### config.mk
export PLATFORM = sky130hd
export DESIGN_NAME = sfb_flash_ops
export DESIGN_NICKNAME = d
export VERILOG_FILES = /design/src/rtl/sfb_pkg.sv /design/src/rtl/sfb_flash_ops.sv /design/src/rtl/sfb_sync.sv /design/src/rtl/sfb_engine.sv
export SDC_FILE = /design/constraint.sdc
export NUM_CORES = 1
export LEC_CHECK = 0
export BUFFER_PORTS_ARGS = -buffer_cell sky130_fd_sc_hd__buf_2
export CORE_MARGIN = 1
export CORE_UTILIZATION = 55
export CTS_CLUSTER_DIAMETER = 80
export DETAILED_ROUTE_END_ITERATION = 8
export GPL_TIMING_DRIVEN = 0
export PLACE_DENSITY_LB_ADDON = 0.25
export SETUP_SLACK_MARGIN = 0.5
export SLEW_MARGIN = 20
export SYNTH_ARGS = -nofsm -noshare
export SYNTH_HDL_FRONTEND = slang
export SYNTH_SLANG_ARGS = --single-unit
export TNS_END_PERCENT = 100
### constraint.sdc
create_clock -name core_clk -period 2.3 [get_ports core_clk]
set_input_delay 0 -clock core_clk [delete_from_list [all_inputs] [get_ports core_clk]]
set_output_delay 0 -clock core_clk [all_outputs]
set_load 0.01 [all_outputs]
### src/rtl/sfb_pkg.sv
/*
 * Shared constants, types and helpers for the serial flash buffer
 * operation and status block. Assumes one core clock domain.
 */
package sfb_pkg;

  localparam logic [7:0] OPC_COPY_B1  = 8'h53;
  localparam logic [7:0] OPC_COPY_B2  = 8'h55;
  localparam logic [7:0] OPC_CMP_B1   = 8'h60;
  localparam logic [7:0] OPC_CMP_B2   = 8'h61;
  localparam logic [7:0] OPC_RFR_B1   = 8'h58;
  localparam logic [7:0] OPC_RFR_B2   = 8'h59;
  localparam logic [7:0] OPC_STATUS   = 8'hd7;

  localparam logic [5:0] OPC_LAST_BIT = 6'h07;
  localparam logic [5:0] CMD_BITS     = 6'h20;
  localparam logic [5:0] RMW_MIN_BITS = 6'h28;
  localparam logic [5:0] BIT_CNT_MAX  = 6'h3f;

  localparam int         PAGE_BITS    = 11;
  localparam int         STD_PAGE_LSB = 9;
  localparam int         BIN_PAGE_LSB = 8;

  localparam logic [2:0] PIN_SYNC_INIT = 3'h4;
  localparam logic       CS_IDLE       = 1'b1;
  localparam logic       COMP_RESET    = 1'b0;

  typedef enum logic [1:0] {
    OP_COPY,
    OP_COMPARE,
    OP_REFRESH,
    OP_RMW
  } sfb_op_t;

  typedef enum logic [1:0] {
    ARR_COPY,
    ARR_COMPARE,
    ARR_PROGRAM,
    ARR_RMW
  } sfb_arr_t;

  typedef enum logic [1:0] {
    EN_IDLE,
    EN_WAIT,
    EN_CMP,
    EN_REF
  } sfb_eng_state_t;

  typedef struct packed {
    logic                 start;
    sfb_op_t              op;
    logic                 buf_sel;
    logic [PAGE_BITS-1:0] page;
  } sfb_cmd_t;

  typedef struct packed {
    logic                 req;
    sfb_arr_t             kind;
    logic                 buf_sel;
    logic [PAGE_BITS-1:0] page;
  } sfb_arr_req_t;

  typedef struct packed {
    logic rdy;
    logic comp;
    logic protect;
    logic page_bin;
    logic fault;
    logic lockdown;
    logic ps2;
    logic ps1;
    logic es;
  } sfb_flags_t;

  function automatic logic [PAGE_BITS-1:0] page_of(
    input logic [23:0] addr,
    input logic        bin
  );
    page_of = bin ? addr[BIN_PAGE_LSB +: PAGE_BITS]
                  : addr[STD_PAGE_LSB +: PAGE_BITS];
  endfunction

  function automatic logic [7:0] status_byte(
    input logic       second,
    input sfb_flags_t f,
    input logic [3:0] density
  );
    if (second) begin
      status_byte = {f.rdy, 1'b0, f.fault, 1'b0, f.lockdown,
                     f.ps2, f.ps1, f.es};
    end else begin
      status_byte = {f.rdy, f.comp, density, f.protect, f.page_bin};
    end
  endfunction

endpackage

### src/rtl/sfb_flash_ops.sv
/*
 * Serial flash buffer operations and status read, device side.
 * Samples the chip select, serial clock and serial input pins on
 * the core clock, decodes commands, drives the status stream and
 * starts array operations. Assumes the serial clock is well below
 * a quarter of the core clock and the array logic shares core_clk.
 */
`timescale 1ns/10ps
`default_nettype none
module sfb_flash_ops #(
  // Arbitrary value, not a real density code
  parameter logic [3:0] DENSITY_CODE = 4'h5
) (
  input  wire logic                 core_clk,
  input  wire logic                 rst_n,
  input  wire logic                 spi_cs_n,
  input  wire logic                 spi_sck,
  input  wire logic                 spi_si,
  output logic                      spi_so,
  output logic                      spi_so_oe,
  input  wire logic                 page_bin_cfg,
  input  wire logic                 protect_en,
  input  wire logic                 write_fault_flag,
  input  wire logic                 lockdown_allowed_flag,
  input  wire logic                 buffer_one_hold_flag,
  input  wire logic                 buffer_two_hold_flag,
  input  wire logic                 erase_hold_flag,
  output sfb_pkg::sfb_arr_req_t     arr_req,
  input  wire logic                 arr_done,
  input  wire logic                 arr_mismatch
);

  typedef struct packed {
    logic              cs_prev;
    logic              sck_prev;
    logic [5:0]        bit_cnt;
    logic [31:0]       sh;
    logic              stat_mode;
    logic [3:0]        stat_idx;
    logic [7:0]        stat_byte;
    logic              so;
    logic              so_oe;
    sfb_pkg::sfb_cmd_t cmd;
  } sfb_front_t;

  sfb_front_t          st;
  sfb_front_t          next_st;
  logic [2:0]          pins_s;
  logic                cs_s;
  logic                sck_s;
  logic                si_s;
  logic                busy;
  logic                comp;
  sfb_pkg::sfb_flags_t flags;
  logic                cs_fall;
  logic                cs_rise;
  logic                sck_rise;
  logic                sck_fall;

  sfb_sync #(
    .WIDTH (3),
    .INIT  (sfb_pkg::PIN_SYNC_INIT)
  ) u_sync (
    .core_clk (core_clk),
    .rst_n    (rst_n),
    .async_in ({spi_cs_n, spi_sck, spi_si}),
    .sync_out (pins_s)
  );

  assign cs_s  = pins_s[2];
  assign sck_s = pins_s[1];
  assign si_s  = pins_s[0];

  sfb_engine u_engine (
    .core_clk     (core_clk),
    .rst_n        (rst_n),
    .cmd          (st.cmd),
    .arr_done     (arr_done),
    .arr_mismatch (arr_mismatch),
    .arr_req      (arr_req),
    .busy         (busy),
    .comp         (comp)
  );

  // Live status, sampled into the shifter at each byte start
  always_comb begin
    flags.rdy      = ~busy;
    flags.comp     = comp;
    flags.protect  = protect_en;
    flags.page_bin = page_bin_cfg;
    flags.fault    = write_fault_flag;
    flags.lockdown = lockdown_allowed_flag;
    flags.ps2      = buffer_two_hold_flag;
    flags.ps1      = buffer_one_hold_flag;
    flags.es       = erase_hold_flag;
  end

  // Serial clock edges only count while select is low
  assign cs_fall  = st.cs_prev & ~cs_s;
  assign cs_rise  = ~st.cs_prev & cs_s;
  assign sck_rise = ~st.sck_prev & sck_s & ~cs_s;
  assign sck_fall = st.sck_prev & ~sck_s & ~cs_s;

  always_comb begin
    logic [7:0] opc;
    logic [7:0] sbyte;
    logic       full;
    logic       data;
    opc   = st.sh[31:24];
    sbyte = '0;
    full  = (st.bit_cnt == sfb_pkg::CMD_BITS);
    data  = (st.bit_cnt >= sfb_pkg::RMW_MIN_BITS);
    next_st           = st;
    next_st.cs_prev   = cs_s;
    next_st.sck_prev  = sck_s;
    next_st.cmd.start = 1'b0;

    if (cs_fall) begin
      next_st.bit_cnt   = '0;
      next_st.stat_mode = 1'b0;
      next_st.stat_idx  = '0;
    end

    if (sck_rise) begin
      if (st.bit_cnt < sfb_pkg::CMD_BITS) begin
        next_st.sh = {st.sh[30:0], si_s};
      end
      if (st.bit_cnt != sfb_pkg::BIT_CNT_MAX) begin
        next_st.bit_cnt = st.bit_cnt + 6'h01;
      end
      if (st.bit_cnt == sfb_pkg::OPC_LAST_BIT
          && {st.sh[6:0], si_s} == sfb_pkg::OPC_STATUS) begin
        next_st.stat_mode = 1'b1;
      end
    end

    // Output changes on the falling edge, ready for the next rise
    if (sck_fall && st.stat_mode) begin
      if (st.stat_idx[2:0] == 3'h0) begin
        sbyte = sfb_pkg::status_byte(st.stat_idx[3], flags,
                                     DENSITY_CODE);
        next_st.so        = sbyte[7];
        next_st.stat_byte = {sbyte[6:0], 1'b0};
      end else begin
        next_st.so        = st.stat_byte[7];
        next_st.stat_byte = {st.stat_byte[6:0], 1'b0};
      end
      next_st.stat_idx = st.stat_idx + 4'h1;
      next_st.so_oe    = 1'b1;
    end

    if (cs_rise) begin
      next_st.so        = 1'b0;
      next_st.so_oe     = 1'b0;
      next_st.stat_mode = 1'b0;
      next_st.cmd.page  = sfb_pkg::page_of(st.sh[23:0],
                                           page_bin_cfg);
      // Commands arriving while busy are dropped; only status works
      if (!busy) begin
        case (opc)
          sfb_pkg::OPC_COPY_B1, sfb_pkg::OPC_COPY_B2: begin
            next_st.cmd.start   = full;
            next_st.cmd.op      = sfb_pkg::OP_COPY;
            next_st.cmd.buf_sel = opc[2];
          end
          sfb_pkg::OPC_CMP_B1, sfb_pkg::OPC_CMP_B2: begin
            next_st.cmd.start   = full;
            next_st.cmd.op      = sfb_pkg::OP_COMPARE;
            next_st.cmd.buf_sel = opc[0];
          end
          sfb_pkg::OPC_RFR_B1, sfb_pkg::OPC_RFR_B2: begin
            next_st.cmd.start   = full | data;
            next_st.cmd.op      = data ? sfb_pkg::OP_RMW
                                       : sfb_pkg::OP_REFRESH;
            next_st.cmd.buf_sel = opc[0];
          end
          default: begin
            next_st.cmd.start = 1'b0;
          end
        endcase
      end
    end
  end

  always_ff @(posedge core_clk or negedge rst_n) begin
    if (!rst_n) begin
      st         <= '0;
      st.cs_prev <= sfb_pkg::CS_IDLE;
    end else begin
      st <= next_st;
    end
  end

  assign spi_so    = st.so;
  assign spi_so_oe = st.so_oe;

  copy_opcode_a: assert property (
    @(posedge core_clk) disable iff (!rst_n)
    st.cmd.start && st.cmd.op == sfb_pkg::OP_COPY
    |-> (st.sh[31:24] == sfb_pkg::OPC_COPY_B1 && !st.cmd.buf_sel)
     || (st.sh[31:24] == sfb_pkg::OPC_COPY_B2 && st.cmd.buf_sel))
    else $error("Copy started by wrong opcode");

  std_page_a: assert property (
    @(posedge core_clk) disable iff (!rst_n)
    st.cmd.start && !page_bin_cfg |-> st.cmd.page == st.sh[19:9])
    else $error("Standard page field misdecoded");

  bin_page_a: assert property (
    @(posedge core_clk) disable iff (!rst_n)
    st.cmd.start && page_bin_cfg |-> st.cmd.page == st.sh[18:8])
    else $error("Binary page field misdecoded");

  start_on_rise_a: assert property (
    @(posedge core_clk) disable iff (!rst_n)
    st.cmd.start |-> cs_s && $past(cs_rise) && !$past(busy))
    else $error("Operation started without select rise");

  compare_opcode_a: assert property (
    @(posedge core_clk) disable iff (!rst_n)
    st.cmd.start && st.cmd.op == sfb_pkg::OP_COMPARE
    |-> st.sh[31:25] == sfb_pkg::OPC_CMP_B1[7:1]
        && st.bit_cnt == sfb_pkg::CMD_BITS)
    else $error("Compare started by wrong opcode");

  refresh_kind_a: assert property (
    @(posedge core_clk) disable iff (!rst_n)
    st.cmd.start && (st.cmd.op == sfb_pkg::OP_RMW
                  || st.cmd.op == sfb_pkg::OP_REFRESH)
    |-> st.sh[31:25] == sfb_pkg::OPC_RFR_B1[7:1]
        && ((st.cmd.op == sfb_pkg::OP_RMW)
            == (st.bit_cnt >= sfb_pkg::RMW_MIN_BITS)))
    else $error("Refresh and modify mixed up");

  status_ready_a: assert property (
    @(posedge core_clk) disable iff (!rst_n)
    sck_fall && st.stat_mode && st.stat_idx[2:0] == 3'h0
    |=> spi_so == !$past(busy) && spi_so_oe)
    else $error("Ready bit wrong at byte start");

  status_wrap_a: assert property (
    @(posedge core_clk) disable iff (!rst_n)
    sck_fall && st.stat_mode && st.stat_idx == 4'hf
    |=> st.stat_idx == 4'h0 && st.stat_mode)
    else $error("Status pair did not wrap");

  release_so_a: assert property (
    @(posedge core_clk) disable iff (!rst_n)
    cs_rise |=> !spi_so_oe ##1 !spi_so_oe)
    else $error("Output not released at select rise");

  busy_drop_a: assert property (
    @(posedge core_clk) disable iff (!rst_n)
    cs_rise && busy |=> !st.cmd.start)
    else $error("Command taken while busy");

  status_drive_a: assert property (
    @(posedge core_clk) disable iff (!rst_n)
    sck_fall && st.stat_mode |=> spi_so_oe)
    else $error("Status bit not driven");

  idle_release_a: assert property (
    @(posedge core_clk) disable iff (!rst_n)
    cs_s && !cs_rise |-> !spi_so_oe)
    else $error("Output driven while deselected");

  status_cov: cover property (
    @(posedge core_clk) disable iff (!rst_n)
    sck_fall && st.stat_mode && st.stat_idx == 4'hf);

  compare_cov: cover property (
    @(posedge core_clk) disable iff (!rst_n)
    st.cmd.start && st.cmd.op == sfb_pkg::OP_COMPARE);

  rmw_cov: cover property (
    @(posedge core_clk) disable iff (!rst_n)
    st.cmd.start && st.cmd.op == sfb_pkg::OP_RMW);

endmodule
`default_nettype wire

### src/rtl/sfb_sync.sv
/*
 * Two flip-flop synchroniser for pins from outside the core clock.
 * Assumes each bit is an independent level.
 */
`timescale 1ns/10ps
`default_nettype none
module sfb_sync #(
  parameter int              WIDTH = 3,
  parameter logic [WIDTH-1:0] INIT = '0
) (
  input  wire logic             core_clk,
  input  wire logic             rst_n,
  input  wire logic [WIDTH-1:0] async_in,
  output logic      [WIDTH-1:0] sync_out
);

  typedef struct packed {
    logic [WIDTH-1:0] s1;
    logic [WIDTH-1:0] s2;
  } sfb_sync_st_t;

  sfb_sync_st_t st;
  sfb_sync_st_t next_st;

  // First stage feeds only the second stage
  always_comb begin
    next_st.s1 = async_in;
    next_st.s2 = st.s1;
  end

  always_ff @(posedge core_clk or negedge rst_n) begin
    if (!rst_n) begin
      st <= {INIT, INIT};
    end else begin
      st <= next_st;
    end
  end

  assign sync_out = st.s2;

endmodule
`default_nettype wire

### src/rtl/sfb_engine.sv
/*
 * Array operation sequencer: copy, compare, refresh and
 * read-modify-write. Assumes the array answers each request
 * with a one-cycle done pulse on the core clock.
 */
`timescale 1ns/10ps
`default_nettype none
module sfb_engine (
  input  wire logic                  core_clk,
  input  wire logic                  rst_n,
  input  wire sfb_pkg::sfb_cmd_t     cmd,
  input  wire logic                  arr_done,
  input  wire logic                  arr_mismatch,
  output sfb_pkg::sfb_arr_req_t      arr_req,
  output logic                       busy,
  output logic                       comp
);

  typedef struct packed {
    sfb_pkg::sfb_eng_state_t state;
    sfb_pkg::sfb_arr_req_t   req;
    logic                    comp;
  } sfb_eng_st_t;

  sfb_eng_st_t st;
  sfb_eng_st_t next_st;

  always_comb begin
    next_st = st;
    next_st.req.req = 1'b0;
    case (st.state)
      sfb_pkg::EN_IDLE: begin
        if (cmd.start) begin
          next_st.req.req     = 1'b1;
          next_st.req.buf_sel = cmd.buf_sel;
          next_st.req.page    = cmd.page;
          next_st.state       = sfb_pkg::EN_WAIT;
          case (cmd.op)
            sfb_pkg::OP_COPY: begin
              next_st.req.kind = sfb_pkg::ARR_COPY;
            end
            sfb_pkg::OP_COMPARE: begin
              next_st.req.kind = sfb_pkg::ARR_COMPARE;
              next_st.state    = sfb_pkg::EN_CMP;
            end
            sfb_pkg::OP_REFRESH: begin
              next_st.req.kind = sfb_pkg::ARR_COPY;
              next_st.state    = sfb_pkg::EN_REF;
            end
            default: begin
              next_st.req.kind = sfb_pkg::ARR_RMW;
            end
          endcase
        end
      end
      sfb_pkg::EN_REF: begin
        // Program back into the same page once the copy is done
        if (arr_done) begin
          next_st.req.req  = 1'b1;
          next_st.req.kind = sfb_pkg::ARR_PROGRAM;
          next_st.state    = sfb_pkg::EN_WAIT;
        end
      end
      sfb_pkg::EN_CMP: begin
        if (arr_done) begin
          next_st.comp  = arr_mismatch;
          next_st.state = sfb_pkg::EN_IDLE;
        end
      end
      sfb_pkg::EN_WAIT: begin
        if (arr_done) begin
          next_st.state = sfb_pkg::EN_IDLE;
        end
      end
      default: begin
        next_st.state = sfb_pkg::EN_IDLE;
      end
    endcase
  end

  always_ff @(posedge core_clk or negedge rst_n) begin
    if (!rst_n) begin
      st      <= '0;
      st.comp <= sfb_pkg::COMP_RESET;
    end else begin
      st <= next_st;
    end
  end

  assign arr_req = st.req;
  assign busy    = (st.state != sfb_pkg::EN_IDLE);
  assign comp    = st.comp;

  busy_after_start_a: assert property (
    @(posedge core_clk) disable iff (!rst_n)
    cmd.start && !busy |=> busy && arr_req.req)
    else $error("Engine not busy after start");

  comp_result_a: assert property (
    @(posedge core_clk) disable iff (!rst_n)
    st.state == sfb_pkg::EN_CMP && arr_done
    |=> comp == $past(arr_mismatch) && !busy)
    else $error("Compare result not stored");

  refresh_seq_a: assert property (
    @(posedge core_clk) disable iff (!rst_n)
    st.state == sfb_pkg::EN_REF && arr_done
    |=> arr_req.req && arr_req.kind == sfb_pkg::ARR_PROGRAM
        && busy)
    else $error("Refresh did not program back");

  refresh_cov: cover property (
    @(posedge core_clk) disable iff (!rst_n)
    arr_req.req && arr_req.kind == sfb_pkg::ARR_PROGRAM);

endmodule
`default_nettype wire

==> flow_summary_export.csv <==
group,metric,value,unit
detailed_routing,routedWlPerCell,14.08,µm
detailed_routing,via_per_inst,5.285,
clock_tree,numCtsBuffers,9,
sta,worst_pin_slew,0.5422,ns
detailed_routing,drt_iter0_drc,82,
synth,avgSynthCellArea,11.81,µm²
pwr,p_leak,2.410,nW
clock_tree,cts.sinks,93,
die,die_h,89.31,µm
synth,async_flop_share,1.000,
die,die-width,89.31,µm
synth,yosys_warnings,0,
placed_design,io_buffers,30,
setup_path,startpoint_type,"register",
finish,layoutNonFillerInstCount,520,
clock_tree,htree_levels,3,
clock_tree,cts.clk_slew.worst_paths,0.10,ns
grt,grt_pass1_vias,2497,
setup_path,path_class,"reg -> reg",
setup_path,cp-end-kind,"register",
grt,antenna_found_initial,0,
detailed_routing,dr.pass1.iters,4,
pwr,seq_power_share,0.552,
die,rows,31,
pwr,switching_share,0.2566,
outcome,status,"finished, final reports clean",
pwr,share_comb_of_total_power,0.105,
pwr,p_clk_frac,0.343,
clock_tree,tritoncts,"built",
hold_path,holdCritPathClass,"in -> reg",
finish,syn2layout_area_growth,19.19,%
run,cap_violations,0,
setup_path,r2r-start,"u_engine.st[17]$_DFFE_PN0P_",
clock_tree,cts-root-buf,"clkbuf_8",
synth,synth_top_area_share,0.5372,
grt,gr-usage-all-layers,0.1929,
synth,synth_ff_type,"dfrtp_1",
detailed_routing,drc,0,
sta,period_share,0.7769,
synth,synth.area.top_cells,"dfrtp_1 54%, mux2_2 13%, o21ai_0 3.7%, mux2i_1 3.3%, buf_4 3.2%",
placed_design,placed_cells,485,
clock_tree,max-clock-path-buffers,2,
finish,diodes,0,
pwr,p_int,2.420,mW
setup_path,cpPeakStageDelay,0.43,ns
synth,synth.distinct_cells,47,
setup_path,rrSetupSlack,0.51,ns
die,initial_core_util,0.5750,
setup_path,slowest_stage,"dfrtp_1",
sta,min_period,1.787,ns
placed_design,place_congestion,0.7800,
sta,fin_skew,0.01113,ns
setup_path,path_depth,5,
pwr,total_power,3.255,mW
setup_path,required,2.56,ns
die,num_io_pins,31,
setup_path,startpoint,"u_engine.st[17]$_DFFE_PN0P_",
setup_path,cp_cell_sequence,"inv_1, ha_1, nand2_1, clkbuf_4, mux2_2",
synth,postSynthCellCount,355,
sta,finalSetupViolCount,0,
pwr,power_density,651.4,nW/µm²
detailed_routing,drt_wl_total,7.324,mm
detailed_routing,vias,2748,
setup_path,critPathBufInv,2,
detailed_routing,drtAntennaViolNets,0,
grt,grt_max_degree,53,
grt,grt_overflow,0,
synth,synth-seq-area-share,0.5560,
synth,syn_area,4193,µm²
synth,ys_ff_latch,93,
placed_design,hpwlAfterDp,4.786,mm
die,die_area,7976,µm²
finish,layout-drive-gt1-share,0.3254,
clock_tree,worstSkewPairLatency,0.37,ns
setup_path,crit_family,"flip-flops",
setup_path,r2r_cells,5,
setup_path,cp-endpoint,"u_engine.arr_req[5]$_DFFE_PN0P_",
setup_path,crit_fanout,10,
die,coreArea,7292,µm²
sta,slew_violations,0,
sta,slew_headroom,0.6347,
sta,fmax,559.6,MHz
setup_path,reg2reg_to,"u_engine.arr_req[5]$_DFFE_PN0P_",
sta,setup_tns,0,ns
sta,finalHoldViolCount,0,
grt,grt_pass1_wl,11.61,mm
sta,rsz0062_at_grt,"true",
synth,synth-edff-count,0,
pwr,p_switching,835.2,µW
pwr,vdd_drop_max,392.7,µV
finish,final_net_count,440,
synth,synth_nets,379,
setup_path,cp.arrival,2.05,ns
synth,synth_top_cell_by_area,"dfrtp_1",
worst min-delay path by stage:
| stage | cells after the start | to | from | slack, ns |
|---|---|---|---|---|
| 2_1_floorplan | 0 | spi_so$_DFFE_PN0P_ | rst_n | -0.30 |
| 3_3_place_gp | 1 | u_sync.next_st[2]$_DFF_PN1_ | spi_cs_n | 0.10 |
| 3_5_place_dp | 1 | st[62]$_DFF_PN0_ | rst_n | 0.02 |
| 4_1_cts | 5 | st[20]$_DFFE_PN0P_ | buffer_two_hold_flag | 0.02 |
| 5_1_grt | 5 | st[20]$_DFFE_PN0P_ | buffer_two_hold_flag | 0.08 |
| 6_report | 5 | st[20]$_DFFE_PN0P_ | buffer_two_hold_flag | 0.03 |
cells in the mapped netlist, drive strengths merged, types with 4 or more instances:
| cell | count |
|---|---|
| dfrtp | 90 |
| mux2 | 48 |
| nand2 | 34 |
| o21ai | 31 |
| buf | 21 |
| mux2i | 14 |
| nor2 | 14 |
| a21oi | 13 |
| ha | 10 |
| inv | 10 |
| clkbuf | 9 |
| nand3 | 9 |
| nand2b | 5 |
| o22ai | 4 |
layout make-up:
class | count | area, µm²
Sequential cell | 93 | 2331
Fill cell | 556 | 2295
Multi-Input combinational cell | 223 | 1705
Timing Repair Buffer | 49 | 372.9
Buffer | 30 | 216.5
Clock buffer | 9 | 123.9
Tap cell | 99 | 123.9
Clock inverter | 7 | 86.33
Inverter | 10 | 37.54
registers in the layout, summed over array words and instances, names as in the netlist:
name	flops
u_engine.st	2
u_engine.comp	1
u_sync.sync_out	3
spi_so_oe	1
st	67
u_sync.next_st	3
spi_so	1
u_engine.arr_req	15
what timing repair did:
item | CTS | global route
resized for setup | 4 | 20
pin swaps | 0 | 2
cloned | 0 | 3
setup endpoints to repair | 27 | 38
hold buffers | 9 | 0
hold endpoints to repair | 49 | 0
setup buffers | 0 | 7
cells by family after synthesis:
logic type	after synthesis	synth area share
AO/OA/AOI/OAI	64	0.09012
XOR/XNOR	2	0.004179
adder cells (fa/ha/maj)	10	0.02984
buffers and inverters	40	0.05252
flip-flops	93	0.5560
multiplexers	62	0.1623
AND/OR/NAND/NOR	84	0.1050
per-layer routing:
layer / vias up / share of wire / GRT usage
met5: - / 0 / 0
met4: 0 / 0.013 / 0.06926
met3: 12 / 0.027 / 0.05078
met2: 36 / 0.47 / 0.3033
met1: 1346 / 0.49 / 0.2599
li1: 1354 / - / -
power by group through the flow:
stage	clock network [mW]	registers (mW)	logic, mW
finish	1.12	1.80	0.341
global route	1.22	1.81	0.379
CTS	1.15	1.80	0.324
detailed placement	0	1.83	0.309
global placement	0	1.82	0.293
floorplan	0	1.81	0.218
layout by cell type (no fill, tap or decap), types with 2 or more instances in the layout:
master         synthesis  routed
dfrtp_1               90      90
mux2_2                48      38
nand2_1               34      34
o21ai_0               31      31
buf_2                  2      30
buf_4                 18      23
mux2i_1               14      14
nor2_1                13      13
a21oi_1               13      13
mux2_4                 0      10
ha_1                  10      10
inv_1                  9       9
nand3_1                9       9
clkbuf_8               0       9
dlygate4sd3_1          0       9
clkbuf_1               9       8
nand2b_1               5       5
o22ai_1                4       4
buf_8                  0       3
nor2b_1                3       3
o31ai_1                3       3
clkinvlp_4             0       3
dfstp_2                3       3
o21bai_1               2       2
and2_1                 2       2
o2bb2ai_1              2       2
nand3b_1               2       2
and4b_1                2       2
nor3b_1                2       2
nor3_1                 2       2
clkbuf_16              0       2
stage by stage:
| step | cell area (µm²) | hold slack (ns) | util | setup slack, ns |
|---|---|---|---|---|
| 2_1_floorplan | 4193 | -0.2956 | - | 0.6121 |
| 6_report | 4997 | 0.02978 | 0.6853 | 0.5131 |
| 5_1_grt | 4997 | 0.08257 | 0.6853 | 0.4186 |
| 3_5_place_dp | 4497 | 0.02123 | 0.6167 | 0.3093 |
| 4_1_cts | 4811 | 0.01781 | 0.6597 | 0.4824 |
| 3_3_place_gp | 4467 | 0.1045 | 0.6126 | 0.3431 |
worst reg2reg max path: cells and delay by family, from the launching register on:
family	cells	cell delay (ns)
buf+inv	2	0.36
mux	1	0.35
fa+ha+maj	1	0.27
simple gates	1	0.27
flops	1	0.43
Power figures use the tool's default switching activity.
